`src/dasc_pkg.sv`:
```
package dasc_pkg;
	// ==========================================
	// sizes
	localparam int DW   = 46;
	localparam int NCV  = 2;
	localparam int NCH  = 4;
	localparam int NSRC = 4;
	localparam int TW   = 6;
	// ==========================================
	// timing and gain
	localparam logic [7:0] MOD_RST_LAST = 8'h03;
	localparam logic [3:0] GEXP_MAX     = 4'h9;
	localparam logic [7:0] OSR_RST      = 8'h40;
	// ==========================================
	// register byte addresses
	localparam logic [7:0] A_CTRL  = 8'h00;
	localparam logic [7:0] A_OSR   = 8'h04;
	localparam logic [7:0] A_GAIN  = 8'h08;
	localparam logic [7:0] A_AGC   = 8'h0c;
	localparam logic [7:0] A_TRIG  = 8'h10;
	localparam logic [7:0] A_CMD   = 8'h14;
	localparam logic [7:0] A_ROUTE = 8'h18;
	localparam logic [7:0] A_STAT  = 8'h1c;
	localparam logic [7:0] A_RES0  = 8'h20;
	localparam logic [7:0] A_RES3  = 8'h2c;
	// ==========================================
	// field positions
	localparam int CTRL_INCR  = 0;
	localparam int CTRL_CHOP  = 1;
	localparam int CTRL_AGC   = 2;
	localparam int CTRL_HV16  = 3;
	localparam int CTRL_RUN   = 4;
	localparam int CTRL_SYNCT = 5;
	localparam int CMD_SW     = 0;
	localparam int CMD_SYNC   = 1;
	localparam int SRC_SW     = 0;
	localparam int SRC_TMR    = 1;
	localparam int SRC_GPIO   = 2;
	localparam int SRC_EOC    = 3;
	// ==========================================
	// reset values
	localparam logic [5:0]  CTRL_RST  = 6'h04;
	localparam logic [7:0]  GAIN_RST  = 8'h00;
	localparam logic [31:0] AGC_RST   = 32'h0100_4000;
	localparam logic [23:0] TRIG_RST  = 24'h00_0000;
	localparam logic [3:0]  ROUTE_RST = 4'ha;
	// ==========================================
	// types
	typedef enum logic [2:0] {
		ST_IDLE = 3'b001,
		ST_RST  = 3'b010,
		ST_CONV = 3'b100
	} dasc_st_e;
	typedef logic signed [DW-1:0] dasc_acc_t;
endpackage

```
`src/dasc_core.sv`:
```
// Decided for this implementation: the address map and register access over APB.
`timescale 1ns/10ps
// Function
// - four result channels, any modulator source
// - current gain 1..512, automatic or fixed
// - scaler keeps decimator lsb weight constant
// - other channel gain static power of two
// - chop: swap, negate, average two samples
// - software, timer or gpio start conversions
// - end of conversion is a trigger
// - dual target starts both converters together
// - arbiter launches only onto free converters
// - grant drives mux select of trigger
// - sync output fires own and remote triggers
// - one clock, fsm makes timing strobes
// - registers over bus, raise irq and dma
// - per converter analog and digital timing
// - modulator held in reset four cycles
// - conversion cycle lasts oversampling ratio clocks
// - continuous sinc4, valid from fourth cycle
// - incremental sinc3, result after three cycles
// - ratio 64 default sets result rates
// - alternating sources share incremental rate
// - high voltage divider 24x or 16x
// - any source routable to either converter
// - auto gain follows upper, lower thresholds
// - scaler shifts left up to nine bits
module dasc_core (
	// clock and reset
	input  wire logic                        pclk,
	input  wire logic                        presetn,
	// apb slave
	input  wire logic [7:0]                  paddr,
	input  wire logic                        psel,
	input  wire logic                        penable,
	input  wire logic                        pwrite,
	input  wire logic [31:0]                 pwdata,
	output logic      [31:0]                 prdata,
	output logic                             pready,
	output logic                             pslverr,
	// trigger sources
	input  wire logic                        timer_trig,
	input  wire logic                        gpio_trig,
	input  wire logic                        sync_in,
	output logic                             sync_out,
	// modulator interface
	input  wire logic signed [3:0]           mod_data0,
	input  wire logic signed [3:0]           mod_data1,
	output logic      [dasc_pkg::NCV-1:0]    mod_reset,
	output logic      [dasc_pkg::NCV-1:0]    chop_swap,
	output logic      [dasc_pkg::NCV-1:0]    conv_strobe,
	output logic      [3:0]                  mux_sel0,
	output logic      [3:0]                  mux_sel1,
	output logic      [3:0]                  pga_gain0,
	output logic      [3:0]                  pga_gain1,
	output logic                             hv_div_16x,
	// requests
	output logic                             irq,
	output logic                             dma_req
);
	import dasc_pkg::*;

	// ==========================================
	// state
	logic [5:0]           ctrl_reg;
	logic [7:0]           osr_reg;
	logic [7:0]           gain_reg;
	logic [31:0]          agc_reg;
	logic [NSRC*TW-1:0]   trig_reg;
	logic [3:0]           route_reg;
	logic [31:0]          prdata_reg;
	logic                 pready_reg;
	logic                 pslverr_reg;
	logic [NSRC-1:0]      pend_reg;
	logic [2:0]           trig_prev_reg;
	logic                 sync_reg;
	dasc_st_e             st_reg [NCV];
	dasc_st_e             st_next [NCV];
	logic [7:0]           cnt_reg [NCV];
	logic [1:0]           ncv_reg [NCV];
	dasc_acc_t            integ_reg [NCV][4];
	dasc_acc_t            dly_reg [NCV][4];
	dasc_acc_t            sv_reg [NCV];
	logic [NCV-1:0]       ph_reg;
	logic [NCV-1:0]       mrst_reg;
	logic [NCV-1:0]       stb_reg;
	logic [3:0]           msel_reg [NCV];
	logic [3:0]           agexp_reg;
	logic [3:0]           gexp_reg [NCV];
	dasc_acc_t            firx_reg [2];
	logic [31:0]          res_reg [NCH];
	logic [NCH-1:0]       rdy_reg;
	logic                 irq_reg;
	logic                 dma_reg;
	logic                 hv_reg;

	// ==========================================
	// helper functions
	// gain weighting: one left shift per halving of gain, optional chop negate
	function automatic dasc_acc_t scale(input logic signed [3:0] d,
		input logic [3:0] sh, input logic neg);
		dasc_acc_t v;
		v = dasc_acc_t'(d);
		v = v <<< sh;
		scale = neg ? -v : v;
	endfunction

	// first pending source, lowest index wins, whose converters are all idle
	function automatic logic [NSRC-1:0] pick(input logic [NSRC-1:0] p,
		input logic [NSRC*TW-1:0] cfg, input logic [NCV-1:0] fr);
		logic [NSRC-1:0] g;
		logic            hit;
		g = '0;
		hit = 1'b0;
		for (int i = 0; i < NSRC; i++) begin
			if (!hit && p[i] && ((cfg[i*TW +: 2] & ~fr) == 2'h0)) begin
				g[i] = 1'b1;
				hit = 1'b1;
			end
		end
		pick = g;
	endfunction

	// ==========================================
	// apb decode
	wire       setup   = psel & ~penable;
	wire       acc     = psel & penable & pready_reg;
	wire       wr      = acc & pwrite;
	wire       rd      = acc & ~pwrite;
	wire       mapped  = (paddr[1:0] == 2'h0) && (paddr <= A_RES3);
	wire       is_res  = (paddr >= A_RES0) && mapped;
	wire       wr_cmd  = wr && (paddr == A_CMD);
	wire       incr    = ctrl_reg[CTRL_INCR];
	wire       chop_en = ctrl_reg[CTRL_CHOP];
	wire       agc_en  = ctrl_reg[CTRL_AGC];
	wire [1:0] busy    = {st_reg[1] != ST_IDLE, st_reg[0] != ST_IDLE};
	wire [31:0] stat_w = {12'h0, rdy_reg, pend_reg, ph_reg, gexp_reg[1], gexp_reg[0], busy};
	wire [31:0] rdata_w =
		(paddr == A_CTRL)  ? 32'(ctrl_reg)  :
		(paddr == A_OSR)   ? 32'(osr_reg)   :
		(paddr == A_GAIN)  ? 32'(gain_reg)  :
		(paddr == A_AGC)   ? agc_reg        :
		(paddr == A_TRIG)  ? 32'(trig_reg)  :
		(paddr == A_ROUTE) ? 32'(route_reg) :
		(paddr == A_STAT)  ? stat_w         :
		is_res             ? res_reg[paddr[3:2]] : 32'h0;

	// ==========================================
	// trigger capture and arbitration
	wire             sync_fire = wr_cmd & pwdata[CMD_SYNC] |
		(ctrl_reg[CTRL_SYNCT] & timer_trig & ~trig_prev_reg[0]);
	wire [NCV-1:0]   res_v;
	wire [NCV-1:0]   pub;
	wire [NSRC-1:0]  src_ev = {|res_v,
		(gpio_trig & ~trig_prev_reg[1]) | (sync_in & ~trig_prev_reg[2]) | sync_fire,
		timer_trig & ~trig_prev_reg[0],
		wr_cmd & pwdata[CMD_SW]};
	wire [NCV-1:0]   free = ~busy;
	wire [NSRC-1:0]  gnt  = pick(pend_reg, trig_reg, free);
	logic [NCV-1:0]  gnt_tgt;
	logic [3:0]      gnt_mux;
	logic [NSRC-1:0] src_ok;

	// selected target mask and input select of the granted source
	always_comb begin
		gnt_tgt = '0;
		gnt_mux = '0;
		for (int i = 0; i < NSRC; i++) begin
			src_ok[i] = |trig_reg[i*TW +: 2];
			if (gnt[i]) begin
				gnt_tgt = trig_reg[i*TW +: 2];
				gnt_mux = trig_reg[i*TW+2 +: 4];
			end
		end
	end

	// ==========================================
	// converter datapath
	wire logic signed [3:0] mdat [NCV];
	dasc_acc_t       xin [NCV];
	dasc_acc_t       cin [NCV][4];
	dasc_acc_t       cb [NCV][4];
	dasc_acc_t       dec [NCV];
	dasc_acc_t       pubv [NCV];
	logic [NCV-1:0]  stb;
	assign mdat[0] = mod_data0;
	assign mdat[1] = mod_data1;

	// scaler, comb section and sequencer next state per converter
	always_comb begin
		for (int c = 0; c < NCV; c++) begin
			xin[c] = scale(mdat[c], GEXP_MAX - gexp_reg[c], chop_en & ph_reg[c]);
			cin[c][0] = incr ? integ_reg[c][2] : integ_reg[c][3];
			for (int k = 0; k < 4; k++) begin
				if (k > 0)
					cin[c][k] = cb[c][k-1];
				cb[c][k] = cin[c][k] - dly_reg[c][k];
			end
			dec[c] = incr ? cb[c][2] : cb[c][3];
			pubv[c] = chop_en ? (sv_reg[c] + dec[c]) >>> 1 : dec[c];
			stb[c] = (st_reg[c] == ST_CONV) && (cnt_reg[c] == osr_reg - 8'h1);
			st_next[c] = st_reg[c];
			unique case (st_reg[c])
				ST_IDLE: begin
					if (gnt_tgt[c])
						st_next[c] = ST_RST;
				end
				ST_RST: begin
					if (cnt_reg[c] == MOD_RST_LAST)
						st_next[c] = ST_CONV;
				end
				ST_CONV: begin
					if (stb[c] && (incr ? ncv_reg[c] == 2'h2 : !ctrl_reg[CTRL_RUN]))
						st_next[c] = ST_IDLE;
				end
				default: st_next[c] = ST_IDLE;
			endcase
		end
	end
	assign res_v[0] = stb[0] && (ncv_reg[0] == (incr ? 2'h2 : 2'h3));
	assign res_v[1] = stb[1] && (ncv_reg[1] == (incr ? 2'h2 : 2'h3));
	assign pub = res_v & (~{NCV{chop_en}} | ph_reg);

	// ==========================================
	// automatic gain of the current path (converter 0)
	wire [31:0] mag    = pubv[0][31] ? -pubv[0][31:0] : pubv[0][31:0];
	wire        agc_up = (mag < {16'h0, agc_reg[31:16]}) && (agexp_reg < GEXP_MAX);
	wire        agc_dn = (mag > {16'h0, agc_reg[15:0]}) && (agexp_reg != 4'h0);
	wire [3:0]  fexp0  = (gain_reg[3:0] > GEXP_MAX) ? GEXP_MAX : gain_reg[3:0];
	wire [3:0]  fexp1  = (gain_reg[7:4] > GEXP_MAX) ? GEXP_MAX : gain_reg[7:4];

	// ==========================================
	// result channels
	logic [NCH-1:0] upd;
	dasc_acc_t      chv [NCH];
	wire [NCH-1:0]  rd_clr = {NCH{rd & is_res}} & (4'h1 << paddr[3:2]);

	// 0 and 1 carry a two-tap fir, 2 and 3 pass the sample straight
	always_comb begin
		for (int k = 0; k < NCH; k++) begin
			upd[k] = pub[route_reg[k]];
			chv[k] = pubv[route_reg[k]];
			if (k < 2)
				chv[k] = (pubv[route_reg[k]] + firx_reg[k[0]]) >>> 1;
		end
	end

	// ==========================================
	// apb slave: no wait state, answer registered
	always_ff @(posedge pclk or negedge presetn) begin
		if (!presetn) begin
			pready_reg  <= 1'b0;
			pslverr_reg <= 1'b0;
			prdata_reg  <= 32'h0;
		end else begin
			pready_reg  <= setup;
			pslverr_reg <= setup & ~mapped;
			if (setup)
				prdata_reg <= mapped ? rdata_w : 32'h0;
		end
	end

	// software registers and arbitration state
	always_ff @(posedge pclk or negedge presetn) begin
		if (!presetn) begin
			ctrl_reg      <= CTRL_RST;
			osr_reg       <= OSR_RST;
			gain_reg      <= GAIN_RST;
			agc_reg       <= AGC_RST;
			trig_reg      <= TRIG_RST;
			route_reg     <= ROUTE_RST;
			pend_reg      <= '0;
			trig_prev_reg <= 3'h0;
			sync_reg      <= 1'b0;
			hv_reg        <= 1'b0;
		end else begin
			if (wr && paddr == A_CTRL)
				ctrl_reg <= pwdata[5:0];
			if (wr && paddr == A_OSR)
				osr_reg <= pwdata[7:0];
			if (wr && paddr == A_GAIN)
				gain_reg <= pwdata[7:0];
			if (wr && paddr == A_AGC)
				agc_reg <= pwdata;
			if (wr && paddr == A_TRIG)
				trig_reg <= pwdata[NSRC*TW-1:0];
			if (wr && paddr == A_ROUTE)
				route_reg <= pwdata[3:0];
			pend_reg      <= (pend_reg & ~gnt) | (src_ev & src_ok);
			trig_prev_reg <= {sync_in, gpio_trig, timer_trig};
			sync_reg      <= sync_fire;
			hv_reg        <= ctrl_reg[CTRL_HV16];
		end
	end

	// per converter sequencer, integrators and comb delays
	always_ff @(posedge pclk or negedge presetn) begin
		if (!presetn) begin
			ph_reg    <= '0;
			mrst_reg  <= '0;
			stb_reg   <= '0;
			agexp_reg <= 4'h0;
			for (int c = 0; c < NCV; c++) begin
				st_reg[c]   <= ST_IDLE;
				cnt_reg[c]  <= 8'h0;
				ncv_reg[c]  <= 2'h0;
				sv_reg[c]   <= '0;
				msel_reg[c] <= 4'h0;
				gexp_reg[c] <= 4'h0;
				for (int k = 0; k < 4; k++) begin
					integ_reg[c][k] <= '0;
					dly_reg[c][k]   <= '0;
				end
			end
		end else begin
			if (agc_en && pub[0] && (agc_up || agc_dn))
				agexp_reg <= agc_up ? agexp_reg + 4'h1 : agexp_reg - 4'h1;
			gexp_reg[0] <= agc_en ? agexp_reg : fexp0;
			gexp_reg[1] <= fexp1;
			for (int c = 0; c < NCV; c++) begin
				st_reg[c]   <= st_next[c];
				mrst_reg[c] <= st_next[c] == ST_RST;
				stb_reg[c]  <= stb[c];
				if (gnt_tgt[c])
					msel_reg[c] <= gnt_mux;
				cnt_reg[c] <= (st_next[c] != st_reg[c] || stb[c]) ? 8'h0 : cnt_reg[c] + 8'h1;
				if (st_reg[c] == ST_RST) begin
					ncv_reg[c] <= 2'h0;
					for (int k = 0; k < 4; k++) begin
						integ_reg[c][k] <= '0;
						dly_reg[c][k]   <= '0;
					end
				end else if (st_reg[c] == ST_CONV) begin
					integ_reg[c][0] <= integ_reg[c][0] + xin[c];
					for (int k = 1; k < 4; k++)
						integ_reg[c][k] <= integ_reg[c][k] + integ_reg[c][k-1];
					if (stb[c]) begin
						ncv_reg[c] <= (ncv_reg[c] == 2'h3) ? 2'h3 : ncv_reg[c] + 2'h1;
						for (int k = 0; k < 4; k++)
							dly_reg[c][k] <= cin[c][k];
					end
				end
				if (res_v[c] && chop_en) begin
					ph_reg[c] <= ~ph_reg[c];
					sv_reg[c] <= dec[c];
				end
			end
		end
	end

	// result storage, ready flags (set wins over read clear), requests
	always_ff @(posedge pclk or negedge presetn) begin
		if (!presetn) begin
			rdy_reg <= '0;
			irq_reg <= 1'b0;
			dma_reg <= 1'b0;
			for (int k = 0; k < NCH; k++)
				res_reg[k] <= 32'h0;
			firx_reg[0] <= '0;
			firx_reg[1] <= '0;
		end else begin
			rdy_reg <= (rdy_reg & ~rd_clr) | upd;
			irq_reg <= |((rdy_reg & ~rd_clr) | upd);
			dma_reg <= |upd;
			for (int k = 0; k < NCH; k++) begin
				if (upd[k])
					res_reg[k] <= chv[k][31:0];
			end
			for (int k = 0; k < 2; k++) begin
				if (upd[k])
					firx_reg[k] <= pubv[route_reg[k]];
			end
		end
	end

	// ==========================================
	// outputs
	assign prdata      = prdata_reg;
	assign pready      = pready_reg;
	assign pslverr     = pslverr_reg;
	assign sync_out    = sync_reg;
	assign mod_reset   = mrst_reg;
	assign chop_swap   = ph_reg;
	assign conv_strobe = stb_reg;
	assign mux_sel0    = msel_reg[0];
	assign mux_sel1    = msel_reg[1];
	assign pga_gain0   = gexp_reg[0];
	assign pga_gain1   = gexp_reg[1];
	assign hv_div_16x  = hv_reg;
	assign irq         = irq_reg;
	assign dma_req     = dma_reg;

	// ==========================================
	// checks
	logic [8:0] gap_reg;
	always_ff @(posedge pclk or negedge presetn) begin
		if (!presetn)
			gap_reg <= 9'h0;
		else
			gap_reg <= mrst_reg[0] ? 9'h0 : stb_reg[0] ? 9'h1 : gap_reg + 9'h1;
	end
endmodule

```
`config.mk`:
```
export PLATFORM = sky130hd
export DESIGN_NAME = dasc_core
export DESIGN_NICKNAME = d
export VERILOG_FILES = /design/src/dasc_pkg.sv /design/src/dasc_core.sv
export SDC_FILE = /design/constraint.sdc
export NUM_CORES = 2
export LEC_CHECK = 0
export ABC_AREA = 1
export CORE_MARGIN = 1.5
export CORE_UTILIZATION = 41
export DETAILED_ROUTE_END_ITERATION = 10
export DONT_BUFFER_PORTS = 1
export PLACE_DENSITY = 0.59
export SETUP_SLACK_MARGIN = 0.1
export SLEW_MARGIN = 40
export SYNTH_ARGS = -nofsm -noshare
export SYNTH_HDL_FRONTEND = slang
export SYNTH_SLANG_ARGS = --single-unit
```
`constraint.sdc`:
```
create_clock -name pclk -period 15.5 [get_ports pclk]
set_input_delay 3.1 -clock pclk [delete_from_list [all_inputs] [get_ports pclk]]
set_output_delay 3.1 -clock pclk [all_outputs]
set_load 0.05 [all_outputs]
```
# [Word level (Yosys, flattened, before mapping)]
# Index checks and enable logic that the tools add are counted.
[word_totals] reg_bits=1157 output_inout_bits=60
[op_classes] n_addsub=32 order_cmp=16 n_eq_ne=29 shifts=3 mux=90 n_bitwise=49 n_reduce_logical=55
[ops] cell="two-way mux 184 bit" count=10
[ops] cell="two-way mux 32 bit" count=18
[ops] cell="adder 46 bit" count=8
[ops] cell="subtractor 46 bit" count=6
[ops] cell="two-way mux 33 bit" count=8
[ops] cell="two-way mux 46 bit" count=4
[ops] cell="negator 46 bit" count=2
[ops] cell="<<< shifter 4 x 4 -> 46 bit" count=2
[ops] cell="adder 34 bit" count=2
[ops] cell="two-way mux 34 bit" count=2
[ops] cell="subtractor 34 bit" count=2
[ops] cell="adder 33 bit" count=2
[ops] cell="binary-select mux 32 bit (select 2 bit)" count=1
[ops] cell="== test 8 x 5 -> 1 bit (second input constant)" count=4
[ops] cell="greater-than comparator 32 x 16 -> 1 bit" count=1
[ops] cell="< comparator 32 x 16 -> 1 bit" count=1
[ops] cell="two-way mux 4 bit" count=8
[ops] cell="negator 32 bit" count=1
[ops] cell="logical AND 1 bit" count=28
[ops] cell="two-way mux 2 bit" count=12
[ops] cell="two-way mux 3 bit" count=6
[ops] cell="case mux 3 bit (3 select lines)" count=2
[ops] cell="two-way mux 1 bit" count=17
[ops] cell="adder 8 x 1 -> 8 bit (second input constant)" count=2
[ops] cell="45 further kinds" count=125

# [Depth between registers and ports, before layout]
[logic_depth] depth_word=25 ltp_mapped=86

# [Worst setup path after synthesis]
# OpenSTA, ideal clock, no wires.
[synth_path] kind="register to register" startpoint="register ctrl_reg[0]" endpoint="register agexp_reg[3]" t_arrival_ns=11.890 required_time_ns=15.384 setup_slack_ns=3.493 path_stages_with_launch=83 path_buffers=11 synth_period_minus_slack_ns=12.007 cell_sequence="dfrtp_1 -> buf_6 -> buf_2 -> buf_2 -> buf_2 -> clkbuf_1 -> buf_1 -> buf_1 -> clkbuf_1 -> o21ai_0 -> ha_1 -> fa_1 -> nand3b_1 -> nand2_1 -> a21boi_1 -> o21ai_1 -> a21boi_0 -> o21ai_1 -> [... 47 more ...] -> o21ai_0 -> xor2_1 -> ha_1 -> nand2_1 -> nor2_1 -> a211oi_1 -> o211ai_1 -> nor2_1 -> nand3_2 -> ha_1 -> nand2_1 -> nand2_1 -> a31oi_1 -> inv_1 -> nand2_1 -> nand2_1 -> nand2_1 -> nand2_1"
[synth_rtl] element="from (decl)" line="dasc_core.sv:65" text="logic [5:0] ctrl_reg;"
[synth_rtl] element="from (signal assigned)" line="dasc_core.sv:278" text="ctrl_reg <= pwdata[5:0];"
[synth_rtl] element="to (signal assigned)" line="dasc_core.sv:317" text="agexp_reg <= agc_up ? agexp_reg + 4'h1 : agexp_reg - 4'h1;"
[synth_rtl] element="to (decl)" line="dasc_core.sv:88" text="logic [3:0] agexp_reg;"

==> flow_summary_export.csv <==
group,metric,value,unit
yosys,yosysWarningCount,0,
detailed_routing,vias,77300,
yosys,synth_nets,12400,
final_layout,final_layout_size_suffix_gt1_frac,0.0492,
yosys,yosys_most_used_dff,"dfrtp_1",
detailed_routing,drt-vias-per-instance,5.42,
placed_design,place_inst,14000,
global_routing,grt_max_degree,141,
floorplanning,dieArea,199000,sq um
global_routing,grt_pass1_wl,421000,um
power,powerDensity,98.1,nW/um^2
cts,clock_latency,0.82,ns
timing,slew_violations,0,
cts,cts_hold_buf,0,
cts,numCtsBuffers,130,
power,ir_drop,0.106,mV
final_layout,final_common_cell,"nand2_1",
cts,h-tree-depth,4,
flow_run,cap_violations,0,
final_layout,layout.nets,12300,
timing,finalCritPeriodShare,0.809,
placed_design,post-dp-hpwl,208000,um
timing,max_slew_margin,0.365,
setup_path,cp_slowest_cell,"nor4_1",
floorplanning,io_pins,116,
setup_path,end_kind,"flop",
placed_design,portBuffers,0,
timing,finalSetupTns,0,ns
setup_path,cp_max_fo,61,
final_layout,final_cell_mix,"nand2_1 (2932), inv_1 (1569), o21ai_0 (1161)",
yosys,ys_ff_latch,989,
cts,ctsRootBufferMaster,"clkbuf_16",
floorplanning,die_h,446,um
yosys,synth_cells,11600,
run_status,status,"finished, final reports clean",
detailed_routing,wire_per_inst,18.9,um
cts,cts-resized-gates,0,
yosys,yosysTopAreaCell,"dfrtp_1",
setup_path,cp_slowest_stage_delay,0.55,ns
yosys,avgSynthCellArea,6.92,sq um
timing,fin_skew,0.0498,ns
yosys,synthArstFlopShare,1.00,
yosys,yosys-top-cells-area,"dfrtp_1 (31%), nand2_1 (14%), ha_1 (11%)",
setup_path,worstPathRequired,16.20,ns
cts,cts_tree,"done",
floorplanning,std_cell_rows,162,
yosys,yosysTopAreaCellShare,0.305,
global_routing,antenna_found_initial,5,
timing,setup_viol,0,
timing,hold_viol,0,
final_layout,area_growth,9.37,%
detailed_routing,routed_wl,270000,um
setup_path,crit_path_start_kind,"flop",
timing,rsz0062_at_grt,"no",
yosys,syn_area,80500,sq um
timing,tightest_slew,0.946,ns
cts,clockBufferDepth,3,
cts,cts_sinks,989,
cts,clk_pin_slew_worst_paths,0.06,ns
worst_hold_path,min_path_type,"reg2reg",
global_routing,grt_pass1_vias,73600,
setup_path,path_class,"reg2reg",
power,power.leakage,0.0454,uW
cts,postCtsSetupRepairBufs,0,
detailed_routing,ant_nets,0,
setup_path,path_buf_inv,7,
power,finalPower,8630,uW
floorplanning,core_area,195000,sq um
timing,fmax,79.8,MHz
detailed_routing,drtIter0Drc,6140,
setup_path,crit_family,"compound AO/OA/AOI/OAI gates",
yosys,synth.distinct_cells,84,
detailed_routing,remaining_drc_errors,0,
final_layout,final_core_util,0.451,
detailed_routing,firstDrtPassIters,6,
placed_design,place.gp.congestion,0.992,
global_routing,grt_use_total,0.267,
final_layout,fillerInstances,20200,
setup_path,crit_arrival,13.23,ns
yosys,yosysSeqAreaShare,0.308,
timing,min_period,12.54,ns
yosys,synth_edf_count,0,
setup_path,cpMostUsedCell,"nand2_1",
floorplanning,initial_utilization,0.413,
floorplanning,die_x,446,um
final_layout,fin_cells,14300,
global_routing,gr-total-overflow,0,
==> stage by stage <==
stage	cell area (sq um)	hold slack (ns)	setup slack (ns)
floorplan	80500	0.369	3.49
global placement	83200	0.419	2.83
detailed placement	83400	0.408	2.97
CTS	88000	0.415	2.91
global route	88000	0.429	1.68
finish	88000	0.434	2.96
==> synthesized netlist by cell type, types with 25 or more instances <==
cell	count
nand3_1	646
clkbuf_1	256
a21o_1	42
o31ai_1	92
xor2_1	262
dfrtp_1	981
inv_1	1575
nor3_1	64
a22oi_1	33
xnor2_1	122
o22ai_1	138
or2_2	28
o21ai_1	92
buf_1	29
nor2_1	751
o21a_1	35
o211ai_1	64
o21ai_0	1173
a221oi_1	25
inv_2	36
ha_1	700
o21bai_1	48
a21oi_1	891
nor2_2	29
o221ai_1	25
nand2_1	2935
nand2_2	53
a31oi_1	71
nand4_1	110
buf_2	29
==> cells by family after synthesis <==
kind of cell,Yosys count,synth area share
AOI/OAI and AO/OA,2869,0.201
buffers and inverters,1943,0.0918
and+or+nand+nor,4714,0.243
xor gates and xnor gates,388,0.0426
DFF,989,0.308
adders and majority gates,721,0.114
==> final timing paths <==
check                           endpoint  cells after the start         from  slack, ns
max                         agexp_reg[3]                     62  ctrl_reg[0]       2.96
min                           hv_div_16x                      0  ctrl_reg[3]       0.43
max reg2reg                 agexp_reg[3]                     62  ctrl_reg[0]       2.96
min reg2reg                   hv_div_16x                      0  ctrl_reg[3]       0.43
max in group asynchronous  integ_reg[25]                      4      presetn      11.00
min in group asynchronous   dly_reg[195]                      0      presetn       2.01
==> layer usage <==
layer,track usage,share of wire
met1,0.365,0.46
met2,0.434,0.45
met3,0.0360,0.052
met4,0.0854,0.033
met5,0,0.00016
==> where the power goes <==
group,internal (uW),leakage [uW],total [uW],switching [uW]
clock,1930,0.00223,3250,1310
combinational,782,0.0298,2740,1960
sequential,2610,0.0133,2640,33.6
==> worst reg2reg max path: cells and delay by family (launching register included) <==
family	cells	cell delay, ns
AO/OA/AOI/OAI	21	4.36
buffers and inverters	7	1.29
XOR/XNOR	5	1.05
AND/OR/NAND/NOR	22	2.76
adder cells (fa/ha/maj)	7	2.47
flip-flops	1	0.52
==> cell type report <==
type	count	area, sq um	area share
clock inverter	60	863	0.00981
sequential	989	24800	0.281
antenna	4	10.0	0.000114
tap	2624	3280	0.0373
inverter	1622	6120	0.0695
clock buffer	178	3720	0.0422
timing repair buffer	83	831	0.00944
multi-input combinational	8692	48400	0.550
(Power assumes the default switching activity.)
